### src/rtl/sgs_pkg.sv
// Package for the gain switchover selector: register map, field layout,
// reset values, timing constants, condition codes and the state record.
// Assumes a 20 MHz system clock and a 32-bit AXI4-Lite register bus.
package sgs_pkg;

    localparam int CLK_PERIOD_NS = 50;
    localparam int DELAY_UNIT_NS = 1000000;
    localparam int TICK_CYCLES_DEF = DELAY_UNIT_NS / CLK_PERIOD_NS;

    localparam logic [7:0] COND_OFS = 8'h00;
    localparam logic [7:0] LEVEL_OFS = 8'h04;
    localparam logic [7:0] HYST_OFS = 8'h08;
    localparam logic [7:0] DELAY_OFS = 8'h0c;
    localparam logic [7:0] STATUS_OFS = 8'h10;

    localparam logic [3:0] COND_RST = 4'h0;
    localparam logic [3:0] COND_MAX = 4'ha;
    localparam logic [15:0] LEVEL_RST = 16'h0000;
    localparam logic [15:0] HYST_RST = 16'h0000;
    localparam logic [15:0] DELAY_RST = 16'h0000;

    localparam int STAT_GAIN2_BIT = 0;
    localparam int STAT_BLEND_LSB = 8;
    localparam int STAT_COND_LSB = 16;

    localparam logic [7:0] BLEND_MAX = 8'hff;
    localparam logic [1:0] RESP_OKAY = 2'h0;
    localparam logic [1:0] RESP_SLVERR = 2'h2;

    typedef enum logic [3:0] {
        COND_FIXED = 4'h0,
        COND_INPUT = 4'h1,
        COND_TORQUE = 4'h2,
        COND_SPEED = 4'h3,
        COND_RATE = 4'h4,
        COND_BLEND = 4'h5,
        COND_POSDEV = 4'h6
    } sgs_cond_e;

    typedef enum logic [1:0] {
        MODE_POSITION = 2'h0,
        MODE_SPEED = 2'h1,
        MODE_TORQUE = 2'h2,
        MODE_CLOSED = 2'h3
    } sgs_mode_e;

    typedef struct packed {
        logic [3:0] cond;
        logic [15:0] level;
        logic [15:0] hyst;
        logic [15:0] delay;
        logic [23:0] tick_cnt;
        logic [15:0] dly_cnt;
        logic gain2;
        logic [7:0] blend;
        logic aw_have;
        logic [7:0] awaddr;
        logic w_have;
        logic [31:0] wdata;
        logic [3:0] wstrb;
        logic bvalid;
        logic [1:0] bresp;
        logic rvalid;
        logic [31:0] rdata;
        logic [1:0] rresp;
    } sgs_state_s;

endpackage

### src/rtl/sgs_selector.sv
// Gain switchover selector with its AXI4-Lite configuration slave.
// Assumes all drive inputs are synchronous to sys_clk_in and that the
// control loops read gain2_sel_out and blend_out every cycle.
`timescale 1ns/100ps
`default_nettype none

module sgs_selector
    import sgs_pkg::*;
#(
    parameter int TICK_CYCLES = TICK_CYCLES_DEF
)
(
    input wire logic sys_clk_in, // System clock, 20 MHz.
    input wire logic nrst_in, // Asynchronous reset, active low.
    input wire logic awvalid_in, // Write address valid.
    output logic awready_out, // Write address ready.
    input wire logic [7:0] awaddr_in, // Write byte address.
    input wire logic wvalid_in, // Write data valid.
    output logic wready_out, // Write data ready.
    input wire logic [31:0] wdata_in, // Write data.
    input wire logic [3:0] wstrb_in, // Write byte strobes.
    output logic bvalid_out, // Write response valid.
    input wire logic bready_in, // Write response ready.
    output logic [1:0] bresp_out, // Write response code.
    input wire logic arvalid_in, // Read address valid.
    output logic arready_out, // Read address ready.
    input wire logic [7:0] araddr_in, // Read byte address.
    output logic rvalid_out, // Read data valid.
    input wire logic rready_in, // Read data ready.
    output logic [31:0] rdata_out, // Read data.
    output logic [1:0] rresp_out, // Read response code.
    input wire logic [31:0] torque_ref_in, // Torque reference, percent, signed.
    input wire logic [31:0] speed_ref_in, // Speed reference, RPM, signed.
    input wire logic [31:0] speed_rate_in, // Speed reference change rate, 10 RPM/s, signed.
    input wire logic [31:0] pos_dev_in, // Position deviation, encoder units, signed.
    input wire logic [1:0] ctrl_mode_in, // Active control mode.
    input wire logic gain_sel_in, // Gain select from digital_input_terminal.
    input wire logic gain_sel_assigned_in, // A terminal carries the gain select function.
    output logic gain2_sel_out, // High while the second gain set is in use.
    output logic [7:0] blend_out // Blend factor, 0 first gain, max second gain.
);

    sgs_state_s s_reg;
    sgs_state_s s_next;
    logic [31:0] mag;
    logic [31:0] hi_thr;
    logic [31:0] lo_thr;
    logic force1;
    logic hyst_code;
    logic tick;

    function automatic logic [31:0] abs32(input logic [31:0] v);
        abs32 = v[31] ? (~v + 32'h0000_0001) : v;
    endfunction

    function automatic logic [15:0] merge16(input logic [15:0] old, input logic [31:0] d, input logic [3:0] be);
        merge16 = {be[1] ? d[15:8] : old[15:8], be[0] ? d[7:0] : old[7:0]};
    endfunction

    always_comb
    begin
        case (s_reg.cond)
            COND_TORQUE: mag = abs32(torque_ref_in);
            COND_SPEED, COND_BLEND: mag = abs32(speed_ref_in);
            COND_RATE: mag = abs32(speed_rate_in);
            COND_POSDEV: mag = abs32(pos_dev_in);
            default: mag = 32'h0000_0000;
        endcase
    end

    // The lower threshold saturates at zero when hysteresis exceeds level.
    assign hi_thr = {16'h0000, s_reg.level} + {16'h0000, s_reg.hyst};
    assign lo_thr = (s_reg.level > s_reg.hyst) ? {16'h0000, s_reg.level - s_reg.hyst} : 32'h0000_0000;
    assign hyst_code = (s_reg.cond == COND_TORQUE) || (s_reg.cond == COND_SPEED)
                       || (s_reg.cond == COND_RATE) || (s_reg.cond == COND_POSDEV);
    assign force1 = ((s_reg.cond == COND_SPEED || s_reg.cond == COND_RATE)
                     && ctrl_mode_in == MODE_SPEED)
                    || (s_reg.cond == COND_POSDEV && ctrl_mode_in != MODE_POSITION
                        && ctrl_mode_in != MODE_CLOSED)
                    || (s_reg.cond == COND_FIXED) || (s_reg.cond > COND_POSDEV);
    assign tick = (s_reg.tick_cnt == 24'(TICK_CYCLES - 1));

    always_comb
    begin
        s_next = s_reg;
        s_next.tick_cnt = tick ? 24'h000000 : s_reg.tick_cnt + 24'h000001;

        // Write channel: address and data are taken in either order.
        if (awvalid_in && !s_reg.aw_have)
        begin
            s_next.aw_have = 1'b1;
            s_next.awaddr = awaddr_in;
        end
        if (wvalid_in && !s_reg.w_have)
        begin
            s_next.w_have = 1'b1;
            s_next.wdata = wdata_in;
            s_next.wstrb = wstrb_in;
        end
        if (s_reg.bvalid && bready_in)
        begin
            s_next.bvalid = 1'b0;
        end
        if (s_reg.aw_have && s_reg.w_have && !s_reg.bvalid)
        begin
            s_next.aw_have = 1'b0;
            s_next.w_have = 1'b0;
            s_next.bvalid = 1'b1;
            s_next.bresp = RESP_OKAY;
            case (s_reg.awaddr)
                COND_OFS:
                begin
                    if (s_reg.wstrb[0] && s_reg.wdata[7:0] <= {4'h0, COND_MAX})
                    begin
                        s_next.cond = s_reg.wdata[3:0];
                    end
                end
                LEVEL_OFS: s_next.level = merge16(s_reg.level, s_reg.wdata, s_reg.wstrb);
                HYST_OFS: s_next.hyst = merge16(s_reg.hyst, s_reg.wdata, s_reg.wstrb);
                DELAY_OFS: s_next.delay = merge16(s_reg.delay, s_reg.wdata, s_reg.wstrb);
                STATUS_OFS: s_next.bresp = RESP_OKAY;
                default: s_next.bresp = RESP_SLVERR;
            endcase
        end

        // Read channel: one read in flight, answered the cycle after it is taken.
        if (s_reg.rvalid && rready_in)
        begin
            s_next.rvalid = 1'b0;
        end
        if (arvalid_in && !s_reg.rvalid)
        begin
            s_next.rvalid = 1'b1;
            s_next.rresp = RESP_OKAY;
            s_next.rdata = 32'h0000_0000;
            case (araddr_in)
                COND_OFS: s_next.rdata[3:0] = s_reg.cond;
                LEVEL_OFS: s_next.rdata[15:0] = s_reg.level;
                HYST_OFS: s_next.rdata[15:0] = s_reg.hyst;
                DELAY_OFS: s_next.rdata[15:0] = s_reg.delay;
                STATUS_OFS:
                begin
                    s_next.rdata[STAT_GAIN2_BIT] = s_reg.gain2;
                    s_next.rdata[STAT_BLEND_LSB +: 8] = s_reg.blend;
                    s_next.rdata[STAT_COND_LSB +: 4] = s_reg.cond;
                end
                default: s_next.rresp = RESP_SLVERR;
            endcase
        end

        // Gain selection.
        if (force1)
        begin
            s_next.gain2 = 1'b0;
            s_next.dly_cnt = 16'h0000;
        end
        else if (s_reg.cond == COND_INPUT)
        begin
            s_next.gain2 = gain_sel_assigned_in && gain_sel_in;
            s_next.dly_cnt = 16'h0000;
        end
        else if (s_reg.cond == COND_BLEND)
        begin
            s_next.dly_cnt = 16'h0000;
            if (mag > hi_thr)
            begin
                s_next.blend = BLEND_MAX;
                s_next.gain2 = 1'b1;
            end
            else if (mag <= lo_thr)
            begin
                s_next.blend = 8'h00;
                s_next.gain2 = 1'b0;
            end
            else if (tick && !s_reg.gain2)
            begin
                s_next.blend = s_reg.blend + 8'h01;
                s_next.gain2 = (s_reg.blend == BLEND_MAX - 8'h01);
            end
            else if (tick && s_reg.gain2)
            begin
                s_next.blend = s_reg.blend - 8'h01;
                s_next.gain2 = (s_reg.blend != 8'h01);
            end
        end
        else if (hyst_code)
        begin
            if (!s_reg.gain2)
            begin
                s_next.dly_cnt = 16'h0000;
                s_next.gain2 = (mag > hi_thr);
            end
            else if (mag > lo_thr)
            begin
                s_next.dly_cnt = 16'h0000;
            end
            else if (s_reg.dly_cnt >= s_reg.delay)
            begin
                s_next.gain2 = 1'b0;
                s_next.dly_cnt = 16'h0000;
            end
            else if (tick)
            begin
                s_next.dly_cnt = s_reg.dly_cnt + 16'h0001;
            end
        end
        if (s_reg.cond != COND_BLEND)
        begin
            s_next.blend = s_next.gain2 ? BLEND_MAX : 8'h00;
        end
    end

    always_ff @(posedge sys_clk_in or negedge nrst_in)
    begin
        if (!nrst_in)
        begin
            s_reg <= '0;
            s_reg.cond <= COND_RST;
            s_reg.level <= LEVEL_RST;
            s_reg.hyst <= HYST_RST;
            s_reg.delay <= DELAY_RST;
        end
        else
        begin
            s_reg <= s_next;
        end
    end

    assign awready_out = !s_reg.aw_have;
    assign wready_out = !s_reg.w_have;
    assign bvalid_out = s_reg.bvalid;
    assign bresp_out = s_reg.bresp;
    assign arready_out = !s_reg.rvalid;
    assign rvalid_out = s_reg.rvalid;
    assign rdata_out = s_reg.rdata;
    assign rresp_out = s_reg.rresp;
    assign gain2_sel_out = s_reg.gain2;
    assign blend_out = s_reg.blend;
endmodule

`default_nettype wire

### config.mk
export PLATFORM = sky130hd
export DESIGN_NAME = sgs_selector
export DESIGN_NICKNAME = d
export VERILOG_FILES = /design/src/rtl/sgs_pkg.sv /design/src/rtl/sgs_selector.sv
export SDC_FILE = /design/constraint.sdc
export NUM_CORES = 1
export LEC_CHECK = 0
export BUFFER_PORTS_ARGS = -buffer_cell sky130_fd_sc_hd__buf_2
export CAP_MARGIN = 25
export CORE_MARGIN = 3
export CORE_UTILIZATION = 27
export CTS_CLUSTER_SIZE = 30
export DETAILED_ROUTE_END_ITERATION = 10
export SLEW_MARGIN = 20
export SYNTH_ARGS = -nofsm -noshare
export SYNTH_HDL_FRONTEND = slang
export SYNTH_SLANG_ARGS = --single-unit
### constraint.sdc
create_clock -name sys_clk_in -period 9.9 [get_ports sys_clk_in]
set_input_delay 0.495 -clock sys_clk_in [delete_from_list [all_inputs] [get_ports sys_clk_in]]
set_output_delay 0.495 -clock sys_clk_in [all_outputs]
set_load 0.02 [all_outputs]
==> out/summary.txt <==
Crit-path max cell delay = 810 ps
Post-synthesis sequential area ratio = 27.8%
Final ANT Viol Nets = 0
Synth Area in XOR/XNOR = 7.43%
Post-Syn Area = 13800 sq um
Drt first-iter violations = 1067
Final WL = 46.9 mm
Flop2flop setup slack = 2910 ps
Worst hold path class = in -> async
Adder-Cell Fraction of Synth Area = 8.55%
Main combinational cell family by area after synthesis = simple AND/OR/NAND/NOR gates
Power Density = 176 nW/um^2
WP data required = 10260 ps
Met3 WL post-DR = 2.75 mm
P_leak = 6.79 nW
Total track usage = 16.8%
Slew HR = 31.0%
EDFF count, synth = 0
Die width = 232 microns
Cell count after synthesis = 1614
# hold bufs at CTS = 0
Chip Height = 232 microns
Max H-tree Level = 4
Final Total Pwr = 2.78 mW
Reg-to-Reg Start = s_reg[165]
DIE AREA = 53800 sq um
First-pass GRT wire length = 72.1 mm
DR top layer = met4
Critical Path AT = 7350 ps
Initial Utilization = 27.4%
Post_cts resized = 0
FF-to-FF path depth = 26
First-pass DRT Iterations = 7
Clk sinks = 153
Average size of a mapped cell = 8.54 sq um
Clock skew = 10.4 ps
Status = finished clean
Crit end category = register
CP bufs+invs = 2
Synth cell types = 81
CTS tree = yes
Maximum clock rate = 143 MHz
Clock tree buffer depth = 2
DP HPWL = 38.0 mm
Mux cell area share after synthesis = 8.67%
Max-cap violations = 0
CP Class = reg -> reg
Startpoint types = register
Site Rows = 82
Layout cells sized above 1 = 20.6%
GRT overflow = 0
Slew Limit Fails = 0
Number of synthesized register bits = 153
Largest register FFs = 120
Reg2reg end = s_reg[106]
Port Buf Inserts = 208
Top Family by Delay on Critical Path = simple AND/OR/NAND/NOR gates
Slowest cell on the critical path = and3_1
Per-cell routed wire length = 19.2 microns
Pre-CTS WS = 2980 ps
CP dominant cell by count = a21oi_1
Crit path time final = 6990 ps
Slew @ Worst Pin = 1030 ps
Setup Buffers After CTS = 0
Metal1 wirelength = 21.4 mm
Antenna violations before repair = 1
Ys flop type = dfrtp_1
Top Ports = 241
Peak VDD IR = 0.115 mV
Clock transition at path regs = 70 ps
Vias per cell = 5.42
Final #Nets = 2036
Final instance area = 15800 sq um
Synth Area in Compound Gates = 18.8%
GPL Wtd Cong = 0.967
Worst Hold Slack = 72.0 ps
Area grow syn2layout = 14.7%
Fin. Hold Viols = 0
Clock insertion delay at the later pin of the skew report = 430 ps
Root buf cell = clkbuf_16
Setup tns final = 0 ps
Simple-gate share of the synthesized area = 21.6%
Placed cell areas = 15200 sq um
Number of CTS-inserted buffers = 17
Setup-failing EPs final = 0
Crit path max fanout = 23
Final critical-path share of the clock period = 70.6%
Async S/R FF share, synth = 100%
Yosys warns = 0
Fin worst setup slack = 2910 ps
Vias = 13210
Number of global-route vias before repair = 12588
Largest net degree at the start of global routing = 80
WL met2 = 21.4 mm
Drt drc = 0
Core area = 50300 sq um
Unrepaired setup endpoints after global routing = no
[per-stage QoR]
step           instances  util (%)
2_1_floorplan       1627         -
3_3_place_gp        2402      30.2
3_5_place_dp        2402      30.2
4_1_cts             2434      31.4
5_1_grt             2438      31.5
6_report            2439      31.5
[logic make-up after synthesis]
| family | after synthesis |
|---|---|
| AOI/OAI and AO/OA | 383 |
| xor gates and xnor gates | 117 |
| adders and majority gates | 93 |
| buffers and inverters | 211 |
| DFF | 153 |
| muxes | 108 |
| other | 1 |
| and+or+nand+nor | 548 |
[layer usage]
metal / GRT usage (%) / up-vias
met3: 2.49 / 59
li1: - / 6239
met1: 22.6 / 6406
met5: 0 / -
met2: 27.9 / 506
met4: 5.13 / 0
[placed cells by master (no fill, tap or decap), types with 31 or more instances in the layout]
master   Yosys  final
nor4_1      39     39
buf_2        8    207
nand4_1     32     32
mux2_2      81     81
nand3_1     44     44
o31ai_1     31     31
inv_1       93     93
nor2_1      95     95
ha_1        91     91
a21oi_1     65     65
o21ai_0     81     81
or3_1       33     33
nor3_1      43     43
nand2_1    113    113
dfrtp_1    153    153
xnor2_1     70     70
xor2_1      47     47
[report_power, final]
part / leakage, nW / switching, mW / total [mW] / internal [mW]
registers: 2.04 / 0.116 / 0.832 / 0.716
clock network: 0.275 / 0.290 / 0.628 / 0.338
logic: 4.47 / 0.758 / 1.32 / 0.560
total: 6.79 / 1.16 / 2.78 / 1.61
[cells in the mapped netlist (all sizes together) (25+ instances only)]
cell type  instances  area share, %
buf               64            3.2
clkbuf            54            1.5
a21oi             65            2.4
nor2              96            2.7
nand3             44            1.6
or4               25            1.4
ha                91            8.3
nand4             32            1.5
mux2              81            6.6
or3               33            1.5
nand2            113            3.1
and3              26            1.2
xor2              47            3.0
inv               93            2.5
xnor2             70            4.4
nor4              40            1.9
mux2i             26            1.9
o21ai             90            3.3
nor3              44            1.6
dfrtp            153             28
o31ai             31            1.7
[worst max path at each step]
stage,start,endpoint,slack [ps],cells past startpoint
floorplan,s_reg[165],blend_out[6],4560,29
global placement,s_reg[165],s_reg[106],3120,26
detailed placement,s_reg[165],s_reg[106],2980,26
CTS,s_reg[165],s_reg[106],2970,26
global route,s_reg[165],s_reg[106],2290,26
finish,s_reg[165],s_reg[106],2910,26
[final cells by class]
class / count / area (sq um)
Fill cell: 5370 / 34500
Multi-Input combinational cell: 1263 / 9040
Sequential cell: 153 / 3830
Timing Repair Buffer: 224 / 1190
Tap cell: 672 / 841
Clock buffer: 18 / 439
Inverter: 93 / 349
Clock inverter: 14 / 129
Antenna cell: 2 / 5.00
No activity file was read; power rests on OpenSTA's default activity.
